$ cat src/adcseq_pkg.sv
// constants shared by the conversion sequencer files
package adcseq_pkg;
  // register byte offsets
  localparam logic [7:0] ADCSEQ_OFF_CTRL0 = 8'h00;
  localparam logic [7:0] ADCSEQ_OFF_CTRL1 = 8'h04;
  localparam logic [7:0] ADCSEQ_OFF_CTRL2 = 8'h08;
  localparam logic [7:0] ADCSEQ_OFF_ACQ = 8'h0C;
  localparam logic [7:0] ADCSEQ_OFF_DELAY = 8'h10;
  localparam logic [7:0] ADCSEQ_OFF_RES_HIGH = 8'h14;
  localparam logic [7:0] ADCSEQ_OFF_RES_LOW = 8'h18;
  localparam logic [7:0] ADCSEQ_OFF_CMP_HIGH = 8'h1C;
  localparam logic [7:0] ADCSEQ_OFF_CMP_LOW = 8'h20;
  localparam logic [7:0] ADCSEQ_OFF_BRAKE = 8'h24;
  localparam logic [7:0] ADCSEQ_OFF_INTEN = 8'h28;
  // control 0 fields
  localparam int ADCSEQ_C0_DONE = 7;
  localparam int ADCSEQ_C0_BUSY = 6;
  localparam int ADCSEQ_C0_SRC_LO = 4;
  localparam int ADCSEQ_C0_CH_LO = 0;
  // control 1 fields
  localparam int ADCSEQ_C1_VREF = 7;
  localparam int ADCSEQ_C1_DIV_LO = 4;
  localparam int ADCSEQ_C1_COND_LO = 2;
  localparam int ADCSEQ_C1_HWTRIG = 1;
  localparam int ADCSEQ_C1_POWER = 0;
  localparam logic [7:0] ADCSEQ_C1_RESET = 8'h20;
  // control 2 fields
  localparam int ADCSEQ_C2_BRAKE_LINK = 7;
  localparam int ADCSEQ_C2_POLARITY = 6;
  localparam int ADCSEQ_C2_CMP_EN = 5;
  localparam int ADCSEQ_C2_CMP_OUT = 4;
  // brake and interrupt-enable fields
  localparam int ADCSEQ_BRAKE_FLAG = 7;
  localparam int ADCSEQ_IE_CONV = 0;
  localparam int ADCSEQ_IE_BRAKE = 1;
  // trigger source and condition codes
  localparam logic [1:0] ADCSEQ_SRC_PWM0 = 2'h0;
  localparam logic [1:0] ADCSEQ_SRC_PWM2 = 2'h1;
  localparam logic [1:0] ADCSEQ_SRC_PWM4 = 2'h2;
  localparam logic [1:0] ADCSEQ_SRC_PIN = 2'h3;
  localparam logic [1:0] ADCSEQ_COND_FALL = 2'h0;
  localparam logic [1:0] ADCSEQ_COND_RISE = 2'h1;
  localparam logic [1:0] ADCSEQ_COND_CENTRE = 2'h2;
  localparam logic [1:0] ADCSEQ_COND_END = 2'h3;
  // timing in converter clock ticks
  localparam logic [8:0] ADCSEQ_ACQ_BASE = 9'h006;
  localparam logic [1:0] ADCSEQ_BIT_TICKS_M1 = 2'h3;
  localparam int ADCSEQ_RES_BITS = 10;
  // bus responses
  localparam logic [1:0] ADCSEQ_RESP_OKAY = 2'h0;
  localparam logic [1:0] ADCSEQ_RESP_SLVERR = 2'h2;
endpackage

$ cat src/adcseq_sync.sv
// two-flop synchroniser for pin inputs
`timescale 1ns/1ps
module adcseq_sync #(
  parameter int WIDTH = 1
) (
  input wire logic i_clock,
  input wire logic i_reset,
  input wire logic i_clock_enable,
  input wire logic [WIDTH-1:0] i_async,
  output logic [WIDTH-1:0] o_sync
);
  logic [WIDTH-1:0] meta_reg;

  always_ff @(posedge i_clock)
  begin
    if (i_reset)
    begin
      meta_reg <= '0;
      o_sync <= '0;
    end
    else if (i_clock_enable)
    begin
      meta_reg <= i_async;
      o_sync <= meta_reg;
    end
  end
endmodule // adcseq_sync

$ cat src/adcseq_sar.sv
// acquisition timer and successive-approximation stepper
`timescale 1ns/1ps
module adcseq_sar
  import adcseq_pkg::*;
(
  input wire logic i_clock,
  input wire logic i_reset,
  input wire logic i_clock_enable,
  input wire logic i_adc_tick,
  input wire logic i_start,
  input wire logic [7:0] i_acq_extension,
  input wire logic i_comparator_high,
  output logic o_sampling,
  output logic [9:0] o_dac_code,
  output logic o_done,
  output logic [9:0] o_result
);
  typedef enum logic [1:0] {ADCSEQ_IDLE, ADCSEQ_SAMPLE, ADCSEQ_CONVERT}
    adcseq_sar_e;
  adcseq_sar_e state_reg;
  logic [8:0] acq_cnt_reg;
  logic [3:0] bit_idx_reg;
  logic [1:0] tick_cnt_reg;
  logic [9:0] trial_bit;
  logic [9:0] decided;

  assign trial_bit = 10'h001 << bit_idx_reg;
  // comparator high means input is above the trial level: keep the bit
  assign decided = i_comparator_high ? o_dac_code : (o_dac_code & ~trial_bit);
  assign o_sampling = (state_reg == ADCSEQ_SAMPLE);

  always_ff @(posedge i_clock)
  begin
    if (i_reset)
    begin
      state_reg <= ADCSEQ_IDLE;
      acq_cnt_reg <= 9'h000;
      bit_idx_reg <= 4'h0;
      tick_cnt_reg <= 2'h0;
      o_dac_code <= 10'h000;
      o_done <= 1'b0;
      o_result <= 10'h000;
    end
    else if (i_clock_enable)
    begin
      o_done <= 1'b0;
      case (state_reg)
        ADCSEQ_IDLE:
        begin
          if (i_start)
          begin
            acq_cnt_reg <= ADCSEQ_ACQ_BASE + {1'b0, i_acq_extension};
            state_reg <= ADCSEQ_SAMPLE;
          end
        end
        ADCSEQ_SAMPLE:
        begin
          if (i_adc_tick)
          begin
            acq_cnt_reg <= acq_cnt_reg - 9'h001;
            if (acq_cnt_reg == 9'h001)
            begin
              state_reg <= ADCSEQ_CONVERT;
              bit_idx_reg <= 4'h9;
              tick_cnt_reg <= 2'h0;
              o_dac_code <= 10'h200;
            end
          end
        end
        ADCSEQ_CONVERT:
        begin
          if (i_adc_tick)
          begin
            tick_cnt_reg <= tick_cnt_reg + 2'h1;
            // several ticks per bit so the synchronised comparator settles
            if (tick_cnt_reg == ADCSEQ_BIT_TICKS_M1)
            begin
              if (bit_idx_reg == 4'h0)
              begin
                o_result <= decided;
                o_done <= 1'b1;
                state_reg <= ADCSEQ_IDLE;
              end
              else
              begin
                o_dac_code <= decided | (trial_bit >> 1);
                bit_idx_reg <= bit_idx_reg - 4'h1;
              end
            end
          end
        end
        default:
        begin
          state_reg <= ADCSEQ_IDLE;
        end
      endcase
    end
  end
endmodule // adcseq_sar

$ cat src/adcseq_top.sv
// conversion sequencer: bus registers, triggers, delay, compare and brake
// Contract
// - software powers converter on first; converter runs only while bit set
// - reference taken from supply or external pin per select bit
// - four-bit field picks which input feeds the sample-and-hold
// - writing start bit begins one conversion; reads one while busy
// - completion clears busy, sets done flag, interrupts when enabled
// - result upper eight bits to high register, low two to low register
// - ten-bit unsigned code proportional to input over reference
// - sampling lasts six converter clocks plus extension, 6 to 261
// - enabled hardware trigger from pwm or start pin starts, sets busy
// - two-bit source field and two-bit condition field choose trigger
// - programmable delay between trigger point and conversion start
// - start requests while busy are dropped silently, no error
// - compare enabled: each completed result checked against ten-bit threshold
// - read-only compare output shows outcome, optionally inverted
// - link enabled and compare output rising raises brake event
// - brake flag set by brake pin or compare event; software clears
// - source 00,01,10 pick pwm 0,2,4; 11 picks start pin
// - condition 00 fall, 01 rise, 10 centre, 11 end point
// - no new conversion while done flag is still set
`timescale 1ns/1ps
module adcseq_top
  import adcseq_pkg::*;
(
  input wire logic i_clock,
  input wire logic i_reset,
  input wire logic i_clock_enable,
  // axi4-lite slave
  input wire logic [7:0] i_s_axi_awaddr,
  input wire logic i_s_axi_awvalid,
  output logic o_s_axi_awready,
  input wire logic [31:0] i_s_axi_wdata,
  input wire logic [3:0] i_s_axi_wstrb,
  input wire logic i_s_axi_wvalid,
  output logic o_s_axi_wready,
  output logic [1:0] o_s_axi_bresp,
  output logic o_s_axi_bvalid,
  input wire logic i_s_axi_bready,
  input wire logic [7:0] i_s_axi_araddr,
  input wire logic i_s_axi_arvalid,
  output logic o_s_axi_arready,
  output logic [31:0] o_s_axi_rdata,
  output logic [1:0] o_s_axi_rresp,
  output logic o_s_axi_rvalid,
  input wire logic i_s_axi_rready,
  // pwm unit, same clock
  input wire logic [2:0] i_pwm_level,
  input wire logic i_pwm_centre_point,
  input wire logic i_pwm_end_point,
  input wire logic i_pwm_centre_aligned,
  input wire logic i_brake_pin_event,
  output logic o_fault_brake,
  // pins
  input wire logic i_external_start_pin,
  input wire logic i_comparator_high,
  // analog front end control
  output logic o_converter_power_on,
  output logic o_reference_source_select,
  output logic [3:0] o_input_channel_select,
  output logic o_input_connect,
  output logic o_sample_hold,
  output logic [9:0] o_dac_code,
  // interrupt requests
  output logic o_conversion_irq,
  output logic o_brake_irq
);
  logic [3:0] input_channel_select_reg;
  logic [1:0] trigger_source_select_reg;
  logic conversion_start_busy_reg;
  logic conversion_done_flag_reg;
  logic reference_source_select_reg;
  logic [2:0] clock_divider_reg;
  logic [1:0] trigger_condition_select_reg;
  logic hardware_trigger_enable_reg;
  logic converter_power_on_reg;
  logic compare_brake_link_enable_reg;
  logic compare_output_polarity_reg;
  logic compare_enable_reg;
  logic compare_output_reg;
  logic [7:0] acquisition_extension_reg;
  logic [9:0] trigger_delay_reg;
  logic [7:0] result_high_byte_reg;
  logic [1:0] result_low_bits_reg;
  logic [7:0] compare_threshold_high_reg;
  logic [1:0] compare_threshold_low_reg;
  logic brake_event_flag_reg;
  logic conversion_irq_enable_reg;
  logic brake_interrupt_enable_reg;
  logic [6:0] div_cnt_reg;
  logic [6:0] div_limit;
  logic adc_tick;
  logic ext_start_sync;
  logic comparator_sync;
  logic selected_level;
  logic selected_prev_reg;
  logic trigger_hit;
  logic hw_trigger;
  logic delay_active_reg;
  logic [9:0] delay_cnt_reg;
  logic delay_expired;
  logic sw_start;
  logic start_request;
  logic start_accept;
  logic sar_done;
  logic [9:0] sar_result;
  logic [9:0] full_result;
  logic [9:0] threshold;
  logic compare_raw;
  logic compare_event;
  // bus state
  logic [7:0] awaddr_reg;
  logic aw_held_reg;
  logic [31:0] wdata_reg;
  logic [3:0] wstrb_reg;
  logic w_held_reg;
  logic write_fire;
  logic write_mapped;
  logic read_mapped;
  logic [7:0] read_byte;
  logic wr_low;

  adcseq_sync #(.WIDTH(2)) u_pin_sync (
    .i_clock(i_clock),
    .i_reset(i_reset),
    .i_clock_enable(i_clock_enable),
    .i_async({i_external_start_pin, i_comparator_high}),
    .o_sync({ext_start_sync, comparator_sync})
  );

  adcseq_sar u_sar (
    .i_clock(i_clock),
    .i_reset(i_reset),
    .i_clock_enable(i_clock_enable),
    .i_adc_tick(adc_tick),
    .i_start(start_accept),
    .i_acq_extension(acquisition_extension_reg),
    .i_comparator_high(comparator_sync),
    .o_sampling(o_sample_hold),
    .o_dac_code(o_dac_code),
    .o_done(sar_done),
    .o_result(sar_result)
  );

  // converter clock as a tick of the system clock, divided by 2^n
  assign div_limit = 7'((8'h01 << clock_divider_reg) - 8'h01);
  assign adc_tick = converter_power_on_reg & (div_cnt_reg >= div_limit);

  // power-off clear sits inside the enable so a frozen block keeps its count
  always_ff @(posedge i_clock)
  begin
    if (i_reset)
      div_cnt_reg <= 7'h00;
    else if (i_clock_enable)
      div_cnt_reg <= (adc_tick || !converter_power_on_reg) ? 7'h00 :
        div_cnt_reg + 7'h01;
  end

  assign o_converter_power_on = converter_power_on_reg;
  assign o_input_connect = converter_power_on_reg;
  assign o_reference_source_select = reference_source_select_reg;
  assign o_input_channel_select = input_channel_select_reg;

  // trigger source and condition decode
  always_comb
  begin
    case (trigger_source_select_reg)
      ADCSEQ_SRC_PWM0: selected_level = i_pwm_level[0];
      ADCSEQ_SRC_PWM2: selected_level = i_pwm_level[1];
      ADCSEQ_SRC_PWM4: selected_level = i_pwm_level[2];
      default: selected_level = ext_start_sync;
    endcase
  end

  always_comb
  begin
    case (trigger_condition_select_reg)
      ADCSEQ_COND_FALL: trigger_hit = selected_prev_reg & ~selected_level;
      ADCSEQ_COND_RISE: trigger_hit = ~selected_prev_reg & selected_level;
      ADCSEQ_COND_CENTRE: trigger_hit = i_pwm_centre_point &
        i_pwm_centre_aligned & (trigger_source_select_reg != ADCSEQ_SRC_PIN);
      ADCSEQ_COND_END: trigger_hit = i_pwm_end_point &
        i_pwm_centre_aligned & (trigger_source_select_reg != ADCSEQ_SRC_PIN);
      default: trigger_hit = 1'b0;
    endcase
  end

  always_ff @(posedge i_clock)
  begin
    if (i_reset)
      selected_prev_reg <= 1'b0;
    else if (i_clock_enable)
      selected_prev_reg <= selected_level;
  end

  assign hw_trigger = hardware_trigger_enable_reg & trigger_hit;

  // trigger delay counts converter ticks; a trigger during a pending
  // delay or a conversion is dropped rather than queued
  always_ff @(posedge i_clock)
  begin
    if (i_reset)
    begin
      delay_active_reg <= 1'b0;
      delay_cnt_reg <= 10'h000;
    end
    else if (i_clock_enable)
    begin
      if (!delay_active_reg)
      begin
        if (hw_trigger && trigger_delay_reg != 10'h000 &&
            !conversion_start_busy_reg && !conversion_done_flag_reg)
        begin
          delay_active_reg <= 1'b1;
          delay_cnt_reg <= trigger_delay_reg;
        end
      end
      else if (adc_tick)
      begin
        delay_cnt_reg <= delay_cnt_reg - 10'h001;
        if (delay_cnt_reg == 10'h001)
          delay_active_reg <= 1'b0;
      end
    end
  end

  assign delay_expired = delay_active_reg & adc_tick &
    (delay_cnt_reg == 10'h001);
  assign start_request = sw_start | delay_expired |
    (hw_trigger & (trigger_delay_reg == 10'h000) & ~delay_active_reg);
  assign start_accept = start_request & converter_power_on_reg &
    ~conversion_start_busy_reg & ~conversion_done_flag_reg;

  // result assembly and comparator
  assign full_result = {result_high_byte_reg, result_low_bits_reg};
  assign threshold = {compare_threshold_high_reg, compare_threshold_low_reg};
  assign compare_raw = (sar_result >= threshold);
  assign compare_event = sar_done & compare_enable_reg &
    compare_brake_link_enable_reg & ~compare_output_reg &
    (compare_raw ^ compare_output_polarity_reg);

  always_ff @(posedge i_clock)
  begin
    if (i_reset)
    begin
      result_high_byte_reg <= 8'h00;
      result_low_bits_reg <= 2'h0;
      compare_output_reg <= 1'b0;
    end
    else if (i_clock_enable && sar_done)
    begin
      result_high_byte_reg <= sar_result[9:2];
      result_low_bits_reg <= sar_result[1:0];
      if (compare_enable_reg)
        compare_output_reg <= compare_raw ^ compare_output_polarity_reg;
    end
  end

  always_ff @(posedge i_clock)
  begin
    if (i_reset)
      o_fault_brake <= 1'b0;
    else if (i_clock_enable)
      o_fault_brake <= compare_event;
  end

  assign o_conversion_irq = conversion_done_flag_reg &
    conversion_irq_enable_reg;
  assign o_brake_irq = brake_event_flag_reg & brake_interrupt_enable_reg;

  // axi4-lite write path: address and data held independently
  assign o_s_axi_awready = ~aw_held_reg & ~o_s_axi_bvalid;
  assign o_s_axi_wready = ~w_held_reg & ~o_s_axi_bvalid;
  assign write_fire = aw_held_reg & w_held_reg & i_clock_enable;
  assign wr_low = write_fire & wstrb_reg[0];

  always_comb
  begin
    case (awaddr_reg & 8'hFC)
      ADCSEQ_OFF_CTRL0, ADCSEQ_OFF_CTRL1, ADCSEQ_OFF_CTRL2, ADCSEQ_OFF_ACQ,
      ADCSEQ_OFF_DELAY, ADCSEQ_OFF_RES_HIGH, ADCSEQ_OFF_RES_LOW,
      ADCSEQ_OFF_CMP_HIGH, ADCSEQ_OFF_CMP_LOW, ADCSEQ_OFF_BRAKE,
      ADCSEQ_OFF_INTEN: write_mapped = 1'b1;
      default: write_mapped = 1'b0;
    endcase
  end

  always_ff @(posedge i_clock)
  begin
    if (i_reset)
    begin
      aw_held_reg <= 1'b0;
      w_held_reg <= 1'b0;
      awaddr_reg <= 8'h00;
      wdata_reg <= 32'h0000_0000;
      wstrb_reg <= 4'h0;
      o_s_axi_bvalid <= 1'b0;
      o_s_axi_bresp <= ADCSEQ_RESP_OKAY;
    end
    else if (i_clock_enable)
    begin
      if (i_s_axi_awvalid && o_s_axi_awready)
      begin
        aw_held_reg <= 1'b1;
        awaddr_reg <= i_s_axi_awaddr;
      end
      if (i_s_axi_wvalid && o_s_axi_wready)
      begin
        w_held_reg <= 1'b1;
        wdata_reg <= i_s_axi_wdata;
        wstrb_reg <= i_s_axi_wstrb;
      end
      if (write_fire)
      begin
        aw_held_reg <= 1'b0;
        w_held_reg <= 1'b0;
        o_s_axi_bvalid <= 1'b1;
        o_s_axi_bresp <= write_mapped ? ADCSEQ_RESP_OKAY : ADCSEQ_RESP_SLVERR;
      end
      else if (o_s_axi_bvalid && i_s_axi_bready)
        o_s_axi_bvalid <= 1'b0;
    end
  end

  assign sw_start = wr_low & (awaddr_reg == ADCSEQ_OFF_CTRL0) &
    wdata_reg[ADCSEQ_C0_BUSY];

  // status flags: hardware set beats software clear in the same cycle
  always_ff @(posedge i_clock)
  begin
    if (i_reset)
    begin
      conversion_start_busy_reg <= 1'b0;
      conversion_done_flag_reg <= 1'b0;
      brake_event_flag_reg <= 1'b0;
    end
    else if (i_clock_enable)
    begin
      if (start_accept)
        conversion_start_busy_reg <= 1'b1;
      else if (sar_done)
        conversion_start_busy_reg <= 1'b0;
      if (sar_done)
        conversion_done_flag_reg <= 1'b1;
      else if (wr_low && awaddr_reg == ADCSEQ_OFF_CTRL0 &&
               !wdata_reg[ADCSEQ_C0_DONE])
        conversion_done_flag_reg <= 1'b0;
      if (i_brake_pin_event || compare_event)
        brake_event_flag_reg <= 1'b1;
      else if (wr_low && awaddr_reg == ADCSEQ_OFF_BRAKE &&
               !wdata_reg[ADCSEQ_BRAKE_FLAG])
        brake_event_flag_reg <= 1'b0;
    end
  end

  // plain control registers
  always_ff @(posedge i_clock)
  begin
    if (i_reset)
    begin
      input_channel_select_reg <= 4'h0;
      trigger_source_select_reg <= 2'h0;
      {reference_source_select_reg, clock_divider_reg,
       trigger_condition_select_reg, hardware_trigger_enable_reg,
       converter_power_on_reg} <= ADCSEQ_C1_RESET;
      compare_brake_link_enable_reg <= 1'b0;
      compare_output_polarity_reg <= 1'b0;
      compare_enable_reg <= 1'b0;
      acquisition_extension_reg <= 8'h00;
      trigger_delay_reg <= 10'h000;
      compare_threshold_high_reg <= 8'h00;
      compare_threshold_low_reg <= 2'h0;
      conversion_irq_enable_reg <= 1'b0;
      brake_interrupt_enable_reg <= 1'b0;
    end
    else if (wr_low)
    begin
      case (awaddr_reg)
        ADCSEQ_OFF_CTRL0:
        begin
          input_channel_select_reg <= wdata_reg[ADCSEQ_C0_CH_LO +: 4];
          trigger_source_select_reg <= wdata_reg[ADCSEQ_C0_SRC_LO +: 2];
        end
        ADCSEQ_OFF_CTRL1:
        begin
          reference_source_select_reg <= wdata_reg[ADCSEQ_C1_VREF];
          clock_divider_reg <= wdata_reg[ADCSEQ_C1_DIV_LO +: 3];
          trigger_condition_select_reg <= wdata_reg[ADCSEQ_C1_COND_LO +: 2];
          hardware_trigger_enable_reg <= wdata_reg[ADCSEQ_C1_HWTRIG];
          converter_power_on_reg <= wdata_reg[ADCSEQ_C1_POWER];
        end
        ADCSEQ_OFF_CTRL2:
        begin
          compare_brake_link_enable_reg <= wdata_reg[ADCSEQ_C2_BRAKE_LINK];
          compare_output_polarity_reg <= wdata_reg[ADCSEQ_C2_POLARITY];
          compare_enable_reg <= wdata_reg[ADCSEQ_C2_CMP_EN];
        end
        ADCSEQ_OFF_ACQ: acquisition_extension_reg <= wdata_reg[7:0];
        ADCSEQ_OFF_DELAY: trigger_delay_reg <= wdata_reg[9:0];
        ADCSEQ_OFF_CMP_HIGH: compare_threshold_high_reg <= wdata_reg[7:0];
        ADCSEQ_OFF_CMP_LOW: compare_threshold_low_reg <= wdata_reg[1:0];
        ADCSEQ_OFF_INTEN:
        begin
          conversion_irq_enable_reg <= wdata_reg[ADCSEQ_IE_CONV];
          brake_interrupt_enable_reg <= wdata_reg[ADCSEQ_IE_BRAKE];
        end
        default:
        begin
        end
      endcase
    end
  end

  // axi4-lite read path
  assign o_s_axi_arready = ~o_s_axi_rvalid;

  always_comb
  begin
    read_mapped = 1'b1;
    case (i_s_axi_araddr & 8'hFC)
      ADCSEQ_OFF_CTRL0: read_byte = {conversion_done_flag_reg,
        conversion_start_busy_reg, trigger_source_select_reg,
        input_channel_select_reg};
      ADCSEQ_OFF_CTRL1: read_byte = {reference_source_select_reg,
        clock_divider_reg, trigger_condition_select_reg,
        hardware_trigger_enable_reg, converter_power_on_reg};
      ADCSEQ_OFF_CTRL2: read_byte = {compare_brake_link_enable_reg,
        compare_output_polarity_reg, compare_enable_reg,
        compare_output_reg, 4'h0};
      ADCSEQ_OFF_ACQ: read_byte = acquisition_extension_reg;
      ADCSEQ_OFF_DELAY: read_byte = trigger_delay_reg[7:0];
      ADCSEQ_OFF_RES_HIGH: read_byte = full_result[9:2];
      ADCSEQ_OFF_RES_LOW: read_byte = {6'h00, full_result[1:0]};
      ADCSEQ_OFF_CMP_HIGH: read_byte = compare_threshold_high_reg;
      ADCSEQ_OFF_CMP_LOW: read_byte = {6'h00, compare_threshold_low_reg};
      ADCSEQ_OFF_BRAKE: read_byte = {brake_event_flag_reg, 7'h00};
      ADCSEQ_OFF_INTEN: read_byte = {6'h00, brake_interrupt_enable_reg,
        conversion_irq_enable_reg};
      default:
      begin
        read_byte = 8'h00;
        read_mapped = 1'b0;
      end
    endcase
  end

  always_ff @(posedge i_clock)
  begin
    if (i_reset)
    begin
      o_s_axi_rvalid <= 1'b0;
      o_s_axi_rdata <= 32'h0000_0000;
      o_s_axi_rresp <= ADCSEQ_RESP_OKAY;
    end
    else if (i_clock_enable)
    begin
      if (i_s_axi_arvalid && o_s_axi_arready)
      begin
        o_s_axi_rvalid <= 1'b1;
        // delay register is ten bits wide; its top bits ride above the byte
        o_s_axi_rdata <= ((i_s_axi_araddr & 8'hFC) == ADCSEQ_OFF_DELAY) ?
          {22'h00_0000, trigger_delay_reg} : {24'h00_0000, read_byte};
        o_s_axi_rresp <= read_mapped ? ADCSEQ_RESP_OKAY : ADCSEQ_RESP_SLVERR;
      end
      else if (o_s_axi_rvalid && i_s_axi_rready)
        o_s_axi_rvalid <= 1'b0;
    end
  end
endmodule // adcseq_top

$ cat config.mk
export PLATFORM = sky130hd
export DESIGN_NAME = adcseq_top
export DESIGN_NICKNAME = d
export VERILOG_FILES = /design/src/adcseq_pkg.sv /design/src/adcseq_sync.sv /design/src/adcseq_sar.sv /design/src/adcseq_top.sv
export SDC_FILE = /design/constraint.sdc
export NUM_CORES = 1
export LEC_CHECK = 0
export ABC_AREA = 1
export BUFFER_PORTS_ARGS = -buffer_cell sky130_fd_sc_hd__buf_4
export CAP_MARGIN = 10
export CORE_UTILIZATION = 40
export DETAILED_ROUTE_END_ITERATION = 10
export SLEW_MARGIN = 20
export SYNTH_ARGS = -nofsm -noshare
export SYNTH_HDL_FRONTEND = slang
export SYNTH_SLANG_ARGS = --single-unit
$ cat constraint.sdc
create_clock -name i_clock -period 2.45 [get_ports i_clock]
set_input_delay 0.49 -clock i_clock [delete_from_list [all_inputs] [get_ports i_clock]]
set_output_delay 0.49 -clock i_clock [all_outputs]
set_load 0.005 [all_outputs]
* Word level (Yosys, flattened, before mapping)
Cells that the tools add are included.
** Cells by class
- Mux-type cells :: 61
- Equality and inequality tests :: 47
- Reductions and logical operators :: 66
- Add/sub/neg operators :: 7
- Bitwise gates (word level) :: 44
- Shifts and indexed selects :: 2
- $lt $le $gt $ge :: 2
** Operator list (number)
- $mux 10 :: 10
- $pmux 8 s10 :: 1
- $eq 6x3->1 const B :: 8
- $reduce_and 2->1 :: 20
- $eq 6x4->1 const B :: 6
- $and 1x1->1 :: 28
- $eq 6x2->1 const B :: 4
- $eq 8x6->1 const B :: 3
- $logic_not 8->1 :: 3
- $mux 1 :: 24
- $mux 2 :: 11
- $reduce_or 11->1 :: 2
- $mux 4 :: 5
- $pmux 10 s2 :: 1
- $reduce_bool 2->1 :: 10
- $mux 9 :: 2
- $pmux 9 s2 :: 1
- $eq 8x4->1 const B :: 2
- $eq 8x5->1 const B :: 2
- $reduce_and 7->1 :: 2
- $logic_and 1x1->1 :: 13
- $eq 6x1->1 const B :: 2
- $and 10x10->10 :: 1
- $eq 10x1->1 const B :: 1
- other kinds (37) :: 67
** Word-level totals
- Output and inout bits :: 62
- Word-level logic and storage cells :: 275
- Flip-flop bits (word level) :: 182
- Input port bits :: 69

* Longest topological paths before layout
Gate-level depths: netlist (run 1).
- Depth in word-level cells :: 14
- Gate-level depth with buffers :: 17
- Mapped depth without buffers :: 17

* Cells and area by module
A second synthesis (run 1) with hierarchy kept.
** Second synthesis, totals
- Cells, all modules :: 1182
- Area total of the unflattened synthesis :: 8179.1 µm²
** By module, submodules not included
- adcseq_top :: cells an instance 827, area each 5851.9 µm², instances 1
- adcseq_sar :: cells an instance 329, area each 2154.6 µm², instances 1
- adcseq_sync :: cells an instance 26, area each 172.7 µm², instances 1

* Worst setup path after synthesis (run 1)
No wires, ideal clock.
- Path type :: flip-flop to flip-flop
- Start :: register clock_divider_reg[1]
- End :: register u_sar.bit_idx_reg[1]
- Library setup time :: 0.064 ns
- Clock period less this slack :: 2.101 ns
- Path buffers :: 1
- Slack :: 0.349 ns
- Data arrival time :: 2.037 ns
- Cell stages (with the launch flop) :: 17
- Cells stage by stage :: dfxtp_1 -> nand3_1 -> ha_1 -> nand2_1 -> inv_1 -> a21oi_2 -> nand3_2 -> nand2_2 -> o21ai_1 -> nand2_1 -> inv_1 -> nand2_2 -> inv_2 -> nand2_1 -> nand2_1 -> buf_4 -> nor2_1
** Between the ends
- Longest elaborated chain between the ends :: 6
- Elaborated cells on any way between the ends :: 7
** RTL lines
- start, declared :: RTL line adcseq_top.sv:73 : logic [2:0] clock_divider_reg;
- start signal, assigned :: RTL line adcseq_top.sv:387 : clock_divider_reg <= wdata_reg[ADCSEQ_C1_DIV_LO +: 3];
- $shl 1x3->7 (*) :: RTL line adcseq_top.sv:146 : assign div_limit = 7'((8'h01 << clock_divider_reg) - 8'h01);
- $sub 7x1->7 (*) :: RTL line adcseq_top.sv:146
- $ge 7x7->1 (*) :: RTL line adcseq_top.sv:147 : assign adc_tick = converter_power_on_reg & (div_cnt_reg >= div_limit);
- $and 1x1->1 (*) :: RTL line adcseq_top.sv:147
- $ne 2x2->1 (no source line) / $ne 2x1->1 (equally long branches)
- $reduce_and 7->1 (no source line) (*)
- end signal, assigned :: RTL line adcseq_sar.sv:87 : bit_idx_reg <= bit_idx_reg - 4'h1;
- end, declared :: RTL line adcseq_sar.sv:22 : logic [3:0] bit_idx_reg;
Mark *: on every way between the ends. The rest lies on a longest branch, timed or not.
A chain may end at the register's enable or synchronous reset.

* Worst setup path after layout (run 1)
- Start :: register clock_divider_reg[2]
- End :: register u_sar.acq_cnt_reg[5]
** Between the ends
- Longest elaborated chain between the ends :: 13
- Elaborated cells on any way between the ends :: 14
** RTL lines
- $shl 1x3->7 (*) :: RTL line adcseq_top.sv:146
- $sub 7x1->7 (*) :: RTL line adcseq_top.sv:146
- $ge 7x7->1 (*) :: RTL line adcseq_top.sv:147
- $and 1x1->1 (*) :: RTL line adcseq_top.sv:147
- $and 1x1->1 (2 in a row) :: RTL line adcseq_top.sv:227 : assign delay_expired = delay_active_reg & adc_tick &
- $or 1x1->1 (2 in a row) :: RTL line adcseq_top.sv:229 : assign start_request = sw_start | delay_expired |
- $and 1x1->1 (2 in a row) :: RTL line adcseq_top.sv:231 : assign start_accept = start_request & converter_power_on_reg &
- $and 1x1->1 :: RTL line adcseq_top.sv:232 : ~conversion_start_busy_reg & ~conversion_done_flag_reg;
- $ne 2x2->1 (no source line)
- $reduce_and 4->1 (no source line) (*)
- end signal, assigned :: RTL line adcseq_sar.sv:52 : acq_cnt_reg <= ADCSEQ_ACQ_BASE + {1'b0, i_acq_extension};
- end signal, assigned :: RTL line adcseq_sar.sv:60 : acq_cnt_reg <= acq_cnt_reg - 9'h001;
- end, declared :: RTL line adcseq_sar.sv:21 : logic [8:0] acq_cnt_reg;
Marks and branches as above.

==> impl_metrics.json, run 1 <==
{
  "final_util": 0.487,
  "die_y_um": 144,
  "synth_top_area_cell": "dfxtp_1",
  "cts.path.max_buffers": 2,
  "vias_per_cell": 5.06,
  "place_ws_ns": 0.0606,
  "p_sw_mw": 2.09,
  "htree_levels": 4,
  "wl_um": 22700,
  "grt_remaining_overflow": 0,
  "yosys_warnings": 0,
  "maxCapViolCount": 0,
  "clkLatencyLatePin_ns": 0.43,
  "hold_ws_ns": 0.289,
  "rows": 51,
  "reg2reg_from": "clock_divider_reg[2]",
  "cts_tree": "done",
  "topRoutingLayerUsed": "met4",
  "hold_violations": 0,
  "clock-sinks": 158,
  "outcome": "complete, no violations",
  "final_cell_mix": "160 x nor2_1, 157 x nand2_1, 155 x o21ai_0, 155 x dfxtp_1, 136 x inv_1",
  "dr.pass1.iters": 5,
  "drc_errors": 0,
  "track_usage": 0.227,
  "crit_family": "simple AND/OR/NAND/NOR gates",
  "synth.avg_cell_area_um2": 7.03,
  "final-max-slew-violation-count": 0,
  "numCtsBuffers": 17,
  "finalWorstSetupSlack_ns": 0.131,
  "gp_congestion": 0.890,
  "ys_types": 45,
  "crit_buf_inv": 2,
  "worst_ep_required_time_ns": 2.78,
  "netlist.area_leader.share": 0.393,
  "pwr-share-seq": 0.423,
  "portBuffers": 79,
  "path_class": "reg2reg",
  "place_area_mm2": 0.00892,
  "slowest_delay_ns": 0.37,
  "crit_arrival_ns": 2.65,
  "crit_path_top_delay_cell": "dfxtp_4",
  "dpl.hpwl_um": 16700,
  "die_area_mm2": 0.0207,
  "fmax_mhz": 431,
  "internal_power_mw": 4.73,
  "max-vdd-ir-drop_v": 0.000436,
  "p_leak_nw": 4.17,
  "hold_start": "i_comparator_high",
  "root_buffer": "clkbuf_16",
  "drive_gt1_frac": 0.133,
  "timing.final.setup_violations": 0,
  "grt_max_degree": 72,
  "worstSetupStartpointType": "flop",
  "pwr-share-clk": 0.389,
  "dr_wl_met3_um": 1130,
  "ys_ff_latch": 158,
  "n_antenna_cell": 0,
  "area_growth_pct": 18.7,
  "dominantRegCellSynth": "dfxtp_1",
  "p_per_area_mw_per_mm2": 715,
  "m1WireLength_um": 10200,
  "reg2reg_slack_ns": 0.13,
  "worstPathCellList": "nor2_2, nand2_1, ha_1, nand2_1, nor2_1, nand3b_1, nand3_4, nand2_4, buf_4, a211oi_4, buf_4, nand2_4, nor2_1, nor2_1",
  "share_comb_of_total_power": 0.187,
  "dr_wl_met2_um": 10900,
  "grt_pass1_wl_um": 35600,
  "async_flop_share": 0,
  "relSlewSlack": 0.561,
  "worst_path_most_repeated_cell": "nor2_1",
  "worstSetupEndpointType": "flop",
  "drtAntennaViolNets": 0,
  "post-route-period-util": 0.946,
  "postLayoutCellArea_mm2": 0.00954,
  "min_period_ns": 2.32,
  "netlist_instances": 1144,
  "first_iter_violations": 497,
  "antenna_found_initial": 0,
  "num_vias": 7593,
  "cts_hold_repair.buffers": 0,
  "nets": 1322,
  "r2r_end": "u_sar.acq_cnt_reg[5]",
  "crit_fanout": 10,
  "worstMarginPinSlew_ns": 0.652,
  "whs_path_depth": 3,
  "skew_ns": 0.00970,
  "min_to": "u_pin_sync.meta_reg[0]",
  "coreArea_mm2": 0.0196,
  "netSwitchingFraction": 0.306,
  "final_common_cell": "nor2_1",
  "synth_area_leaders": "dfxtp_1 39%, o21ai_0 9.7%, nor2_1 7.5%",
  "synth_area_mm2": 0.00804,
  "reg2reg_depth": 14,
  "ios": 131,
  "die_w_um": 144,
  "floorplan.initialDensity": 0.411,
  "ys_seq_area_frac": 0.393,
  "hp-class": "in2reg",
  "clkTransAtPathRegs_ns": 0.06,
  "grt_pass1_vias": 6820,
  "synth_edf_count": 0,
  "post_drt_wl_per_cell_um": 15.1
}
metal layers:
metal | track usage | up-vias
met4 | 0.0784 | 0
li1 | - | 3920
met2 | 0.385 | 183
met5 | 0 | -
met3 | 0.0437 | 31
met1 | 0.285 | 3459
logic make-up after synthesis:
kind of cell / Yosys count / share of synthesized area
and+or+nand+nor: 429 / 0.232
AOI/OAI and AO/OA: 309 / 0.209
buffers and inverters: 210 / 0.112
DFF: 158 / 0.393
adders and majority gates: 29 / 0.0451
xor gates and xnor gates: 8 / 0.00871
other: 1 / 0.000466
power groups by stage:
stage	Clock, mW	Combinational (mW)	Sequential [mW]
2_1_floorplan	0	0.905	2.89
3_3_place_gp	0	1.26	2.94
3_5_place_dp	0	1.27	2.94
4_1_cts	2.68	1.28	2.89
5_1_grt	2.80	1.47	2.90
6_report	2.65	1.28	2.89
area by class of cell:
class	instances	area, um2
clock buffers	17	425
clock inverters	15	164
fillers	2030	10000
inverters	145	547
multi-input cells	799	4090
flip-flops and latches	158	3170
well taps	265	332
repair buffers	103	815
how the worst max path moves through the flow:
stage | start | to | slack, ns | cells past startpoint
6_report | clock_divider_reg[2] | u_sar.acq_cnt_reg[5] | 0.13 | 14
5_1_grt | clock_divider_reg[2] | u_sar.state_reg[1] | -0.07 | 15
4_1_cts | clock_divider_reg[1] | u_sar.o_dac_code[8] | 0.03 | 16
3_5_place_dp | clock_divider_reg[2] | u_sar.o_dac_code[6] | 0.06 | 15
3_3_place_gp | clock_divider_reg[2] | u_sar.o_dac_code[3] | 0.08 | 15
2_1_floorplan | clock_divider_reg[1] | u_sar.bit_idx_reg[1] | 0.35 | 16
synth_stat cells (2+ instances only):
| master | number |
|---|---|
| nor3_1 | 9 |
| nor2_1 | 161 |
| nand2_4 | 2 |
| o21ai_0 | 156 |
| clkbuf_1 | 34 |
| xor2_1 | 7 |
| inv_1 | 138 |
| o221ai_1 | 8 |
| nand3_1 | 65 |
| o2111ai_1 | 4 |
| ha_1 | 29 |
| buf_2 | 3 |
| a21oi_1 | 105 |
| nand2_2 | 5 |
| buf_4 | 28 |
| o211ai_1 | 7 |
| nor3_4 | 2 |
| clkinv_1 | 3 |
| nand3b_1 | 6 |
| nor4_1 | 2 |
| dfxtp_1 | 158 |
| nor2_2 | 2 |
| nand2_1 | 157 |
| nor3b_1 | 2 |
| o22ai_1 | 8 |
| o31ai_1 | 3 |
| a31oi_1 | 4 |
| nand4_1 | 11 |
| inv_2 | 3 |
| o21ai_1 | 2 |
| a22oi_1 | 6 |
worst min-delay path: cells and delay by family:
| family | cells | cell delay [ns] |
|---|---|---|
| buf+inv | 1 | 0.08 |
| simple gates | 2 | 0.11 |
per-stage QoR:
| stage | instances | power (mW) | TNS [ns] |
|---|---|---|---|
| 2_1_floorplan | 1167 | 3.80 | 0 |
| 3_3_place_gp | 1470 | 4.20 | 0 |
| 3_5_place_dp | 1470 | 4.21 | 0 |
| 4_1_cts | 1502 | 6.85 | 0 |
| 5_1_grt | 1502 | 7.17 | -0.904 |
| 6_report | 1502 | 6.82 | 0 |
timing repair:
action	4_1_cts	5_1_grt
gates resized for setup	0	13
setup endpoints to repair	0	19
buffers inserted	0	0
hold endpoints to repair	0	0
Note: power is estimated with default switching activity, not from simulation.
==> run 2, diff against run 1 <==
Settings changed: CORE_UTILIZATION 40 to 45, PLACE_DENSITY from default to 0.66.
==> impl_metrics.json, run 2 (same netlist as run 1, synthesis figures left out) <==
{
  "outcome": "complete, no violations",
  "dr.pass1.iters": 5,
  "coreArea_mm2": 0.0174,
  "htree_levels": 4,
  "drc_errors": 0,
  "setup_tns_ns": 0,
  "grt_remaining_overflow": 0,
  "reg2reg_slack_ns": 0.17,
  "grt_pass1_wl_um": 35900,
  "ios": 131,
  "first_iter_violations": 472,
  "final_cells": 1471,
  "place_area_mm2": 0.00891,
  "post-route-period-util": 0.931,
  "hold_violations": 0,
  "crit_arrival_ns": 2.61,
  "die_area_mm2": 0.0184,
  "hp-class": "in2reg",
  "max-vdd-ir-drop_v": 0.000557,
  "slowest_delay_ns": 0.39,
  "postLayoutCellArea_mm2": 0.00961,
  "fmax_mhz": 439,
  "portBuffers": 79,
  "clkTransAtPathRegs_ns": 0.07,
  "reg2reg_from": "clock_divider_reg[2]",
  "die_y_um": 136,
  "skew_ns": 0.0107,
  "r2r_end": "u_sar.acq_cnt_reg[8]",
  "cts.path.max_buffers": 2,
  "worstSetupStartpointType": "flop",
  "crit_path_top_delay_cell": "dfxtp_4",
  "multi_input_area_mm2": 0.00410,
  "vias_per_cell": 5.26,
  "ff_latch_area_mm2": 0.00317,
  "wl_um": 22700,
  "maxCapViolCount": 0,
  "grt_max_degree": 37,
  "path_class": "reg2reg",
  "worst_path_most_repeated_cell": "nand2_1",
  "worstMarginPinSlew_ns": 0.663,
  "relSlewSlack": 0.554,
  "final_cell_mix": "160 x nor2_1, 157 x nand2_1, 156 x o21ai_0",
  "reg2reg_depth": 15,
  "fillers": 1701,
  "die_w_um": 136,
  "root_buffer": "clkbuf_16",
  "final_common_cell": "nor2_1",
  "clkLatencyLatePin_ns": 0.44,
  "min_period_ns": 2.28,
  "drive_gt1_frac": 0.138,
  "crit_fanout": 8,
  "p_leak_nw": 4.23,
  "startpoint": "clock_divider_reg[2]",
  "area_growth_pct": 19.5,
  "worstPathCellList": "nor2_4, nand2_1, ha_1, nand2_1, nor2_1, nand3b_1, nand3_4, nand2_4, buf_4, a211oi_4, buf_12, buf_12, nand3b_1, nand2_1, nor2_1",
  "finalWorstSetupSlack_ns": 0.170,
  "worst_ep_required_time_ns": 2.78,
  "n_antenna_cell": 0,
  "floorplan.initialDensity": 0.463,
  "p_per_area_mw_per_mm2": 716,
  "numCtsBuffers": 17,
  "worstSetupEndpointType": "flop",
  "nets": 1331,
  "drtAntennaViolNets": 0,
  "num_vias": 7732,
  "p_total_mw": 6.88,
  "clock-sinks": 158,
  "rows": 48,
  "timing.final.setup_violations": 0,
  "cp-endpoint": "u_sar.acq_cnt_reg[8]",
  "track_usage": 0.256,
  "dpl.hpwl_um": 16600,
  "grt_pass1_vias": 7038,
  "place_ws_ns": 0.0234,
  "final-max-slew-violation-count": 0,
  "cts_tree": "done",
  "gp_congestion": 0.892,
  "dpl.cell_count": 1432,
  "post_drt_wl_per_cell_um": 15.4,
  "antenna_found_initial": 0
}
==> run 2: cell types whose count changed in the layout (fill, tap and decap cells not counted), sizes merged <==
cell,delta
inv,+5
clkinvlp,-1
clkinv,-3
bufinv,-1
buf,+9
==> run 2: routing by layer <==
| metal | track usage | part of all wire | wire (um) | vias up |
|---|---|---|---|---|
| li1 | - | - | - | 3931 |
| met2 | 0.421 | 0.47 | 10700 | 213 |
| met4 | 0.112 | 0.030 | 677 | 0 |
| met5 | 0 | 0 | 0 | - |
| met3 | 0.0453 | 0.053 | 1200 | 39 |
| met1 | 0.325 | 0.44 | 10100 | 3549 |
==> run 2: how the worst min path moves through the flow <==
stage                       startpoint                       to  depth (start not counted)
4_1_cts              i_comparator_high   u_pin_sync.meta_reg[0]                          3
3_3_place_gp     u_sar.tick_cnt_reg[1]    u_sar.tick_cnt_reg[1]                          2
2_1_floorplan  result_high_byte_reg[0]  result_high_byte_reg[0]                          2
6_report             i_comparator_high   u_pin_sync.meta_reg[0]                          3
5_1_grt              i_comparator_high   u_pin_sync.meta_reg[0]                          3
3_5_place_dp         u_sar.o_result[6]  result_high_byte_reg[4]                          2
==> run 2: through the flow <==
step / hold WS [ns] / utilization
6_report: 0.282 / 0.554
5_1_grt: 0.283 / 0.554
4_1_cts: 0.272 / 0.546
3_5_place_dp: 0.468 / 0.513
3_3_place_gp: 0.453 / 0.513
2_1_floorplan: 0.425 / -
==> run 2: timing repair <==
action | 4_1_cts | 5_1_grt
resized for setup | 0 | 14
buffers inserted | 0 | 7
hold buffers | 0 | 0
endpoints found under the setup margin | 0 | 29
==> run 2: report_power, final <==
group | leakage (nW) | internal [mW] | switching, mW | total, mW
registers | 1.28 | 2.72 | 0.166 | 2.89
logic | 2.67 | 0.573 | 0.810 | 1.38
clock network | 0.272 | 1.43 | 1.18 | 2.61
==> run 2: layout make-up <==
| type | instances | area share |
|---|---|---|
| inverter | 145 | 0.0569 |
| tap | 225 | 0.0293 |
| clock buffer | 17 | 0.0443 |
| clock inverter | 15 | 0.0155 |
| sequential | 158 | 0.330 |
| timing repair buffer | 112 | 0.0974 |
| multi-input combinational | 799 | 0.426 |
==> run 2: worst max-delay path, delay by kind of cell, from the launching register on <==
family	cells	cell delay (ns)
adder cells (fa/ha/maj)	1	0.27
flip-flops	1	0.39
AO/OA/AOI/OAI	1	0.27
buffers and inverters	3	0.42
AND/OR/NAND/NOR	10	0.82
==> run 3, diff against run 2 <==
Settings changed: SYNTH_HIERARCHICAL from default to 1.
==> impl_metrics.json, run 3 <==
{
  "outcome": "complete, no violations",
  "die_area_mm2": 0.0187,
  "netSwitchingFraction": 0.233,
  "p_leak_nw": 4.24,
  "dpl.hpwl_um": 16200,
  "pwr-share-clk": 0.482,
  "synth.avg_cell_area_um2": 6.92,
  "cts.path.max_buffers": 2,
  "rsz0062_at_grt": "true",
  "grt_remaining_overflow": 0,
  "post_drt_wl_per_cell_um": 14.6,
  "clkTransAtPathRegs_ns": 0.06,
  "worst_ep_required_time_ns": 2.80,
  "grt_pass1_vias": 6849,
  "drive_gt1_frac": 0.161,
  "ys_seq_area_frac": 0.387,
  "netlist.area_leader.share": 0.387,
  "timing.final.setup_violations": 0,
  "dr.pass1.iters": 5,
  "skew_ns": 0.00842,
  "portBuffers": 79,
  "reg2reg_slack_ns": 0.08,
  "n_antenna_cell": 0,
  "synth_area_leaders": "dfxtp_1 39%, nand2_1 8.5%, a21oi_1 7.9%",
  "die_w_um": 137,
  "final_util": 0.559,
  "ys_ff_latch": 158,
  "htree_levels": 4,
  "fmax_mhz": 421,
  "final_cell_mix": "176 x nand2_1, 156 x dfxtp_1, 149 x nor2_1",
  "nets": 1374,
  "coreArea_mm2": 0.0175,
  "vias_per_cell": 5.20,
  "max-vdd-ir-drop_v": 0.000484,
  "rows": 48,
  "synth_edf_count": 0,
  "hold_violations": 0,
  "first_iter_violations": 616,
  "post-route-period-util": 0.969,
  "worstPathCellList": "nor2_4, nand2_2, ha_4, nand2_2, nor2_2, nand3_1, nand3_2, nand2_2, inv_4, nand4_1, nand3_1, nand2_2, inv_2, o21ai_2, nor2_4, buf_6, o21ai_1, a21oi_1",
  "final-max-slew-violation-count": 0,
  "die_y_um": 137,
  "root_buffer": "clkbuf_16",
  "worstSetupStartpointType": "flop",
  "clock-sinks": 158,
  "antenna_found_initial": 0,
  "synth_area_mm2": 0.00818,
  "crit_path_top_delay_cell": "dfxtp_4",
  "cts_hold_repair.buffers": 0,
  "cts_tree": "done",
  "ios": 131,
  "grt_pass1_wl_um": 34800,
  "synth_most_common_cell": "nand2_1",
  "numCtsBuffers": 17,
  "path_class": "reg2reg",
  "crit_family": "simple AND/OR/NAND/NOR gates",
  "slowest_delay_ns": 0.37,
  "drc_errors": 0,
  "hp-class": "in2reg",
  "dominantRegCellSynth": "dfxtp_1",
  "wl_um": 22200,
  "floorplan.initialDensity": 0.466,
  "final_cells": 1514,
  "synth_top_area_cell": "dfxtp_1",
  "ys_types": 44,
  "maxCapViolCount": 0,
  "gp_congestion": 0.908,
  "internal_power_mw": 4.47,
  "area_growth_pct": 19.7,
  "worstSetupEndpointType": "flop",
  "num_vias": 7872,
  "netlist_instances": 1182,
  "crit_arrival_ns": 2.73,
  "yosys_warnings": 6,
  "drtAntennaViolNets": 0,
  "relSlewSlack": 0.519,
  "crit_fanout": 7,
  "min_period_ns": 2.37,
  "dpl.cell_count": 1474,
  "share_comb_of_total_power": 0.061,
  "grt_max_degree": 57,
  "clkLatencyLatePin_ns": 0.42,
  "track_usage": 0.242,
  "p_per_area_mw_per_mm2": 595,
  "worst_path_most_repeated_cell": "nand2_2",
  "async_flop_share": 0,
  "p_sw_mw": 1.36,
  "final_common_cell": "nand2_1",
  "pwr-share-seq": 0.457,
  "crit_buf_inv": 3,
  "worstMarginPinSlew_ns": 0.714,
  "synth_common_cells": "185 x nand2_1, 158 x dfxtp_1, 152 x nor2_1"
}
## run 3: cell count changes after synthesis, sizes merged, moves of 3 or more
| cell | delta |
|---|---|
| clkbuf | -13 |
| inv | +9 |
| o21ai | -6 |
| o221ai | -7 |
| nand3 | -3 |
| nand2 | +29 |
| o2111ai | -4 |
| buf | +11 |
| nand3b | -4 |
| nor3 | +3 |
| a21oi | +23 |
| or2 | +4 |
## run 3: kinds of logic after synthesis
logic type      Yosys count  synth area share
compound gates          313             0.201
xor+xnor                  7           0.00750
fa+ha+maj                29            0.0444
buf+inv                 216             0.117
flops                   158             0.387
other cells               1          0.000458
simple gates            458             0.243
## run 3: timing repair
| item | 4_1_cts | 5_1_grt |
|---|---|---|
| pin swaps | 1 | 10 |
| cloned | 0 | 2 |
| endpoints found under the hold margin | 0 | 0 |
| endpoints found under the setup margin | 24 | 35 |
| gates resized for setup | 6 | 43 |
| buffers inserted | 0 | 6 |
## run 3: stage by stage
step | setup slack, ns | total power, mW | setup TNS [ns] | hold WS (ns) | area, um2
floorplan | 0.209 | 2.93 | 0 | 0.430 | 8270
finish | 0.0754 | 5.83 | 0 | 0.314 | 9790
CTS | 0.0194 | 5.87 | 0 | 0.303 | 9620
global placement | -0.0708 | 3.07 | -0.458 | 0.448 | 8990
global route | -0.120 | 6.03 | -1.60 | 0.317 | 9790
detailed placement | -0.143 | 3.08 | -1.45 | 0.454 | 8990
## run 3: cell type report
| cell class | instances | area [um2] |
|---|---|---|
| clock inverter | 13 | 188 |
| multi-input combinational | 831 | 4250 |
| sequential | 158 | 3170 |
| timing repair buffer | 113 | 881 |
| timing repair inverter | 2 | 12.5 |
| inverter | 153 | 577 |
| fill | 1743 | 7740 |
| tap | 225 | 282 |
| clock buffer | 19 | 433 |
## run 3: worst reg2reg max path, stage by stage (launching register included)
cell and delay [ns]:
dfxtp_4 0.37, nor2_4 0.12, nand2_2 0.07, ha_4 0.26
nand2_2 0.04, nor2_2 0.10, nand3_1 0.09, nand3_2 0.09
nand2_2 0.07, inv_4 0.09, nand4_1 0.09, nand3_1 0.11
nand2_2 0.08, inv_2 0.08, o21ai_2 0.07, nor2_4 0.21
buf_6 0.16, o21ai_1 0.06, a21oi_1 0.14
## run 3: worst paths after layout
kind                           startpoint                       to  cells past startpoint
setup / recovery     clock_divider_reg[2]     u_sar/acq_cnt_reg[8]                     18
hold reg to reg   result_high_byte_reg[4]  result_high_byte_reg[4]                      2
setup reg to reg     clock_divider_reg[2]     u_sar/acq_cnt_reg[8]                     18
hold / removal          i_s_axi_awaddr[7]            awaddr_reg[7]                      3
## run 3: layer usage
metal / track usage / routed length [um]
met5: 0 / 0
met4: 0.0745 / 390
met1: 0.343 / 10500
met3: 0.0396 / 1480
met2: 0.373 / 9820
## run 3: power groups by stage
stage	Clock [mW]	Combinational (mW)	Sequential, mW
2_1_floorplan	0	0.232	2.70
6_report	2.81	0.357	2.67
3_5_place_dp	0	0.353	2.72
5_1_grt	2.96	0.406	2.67
3_3_place_gp	0	0.350	2.72
4_1_cts	2.85	0.354	2.66
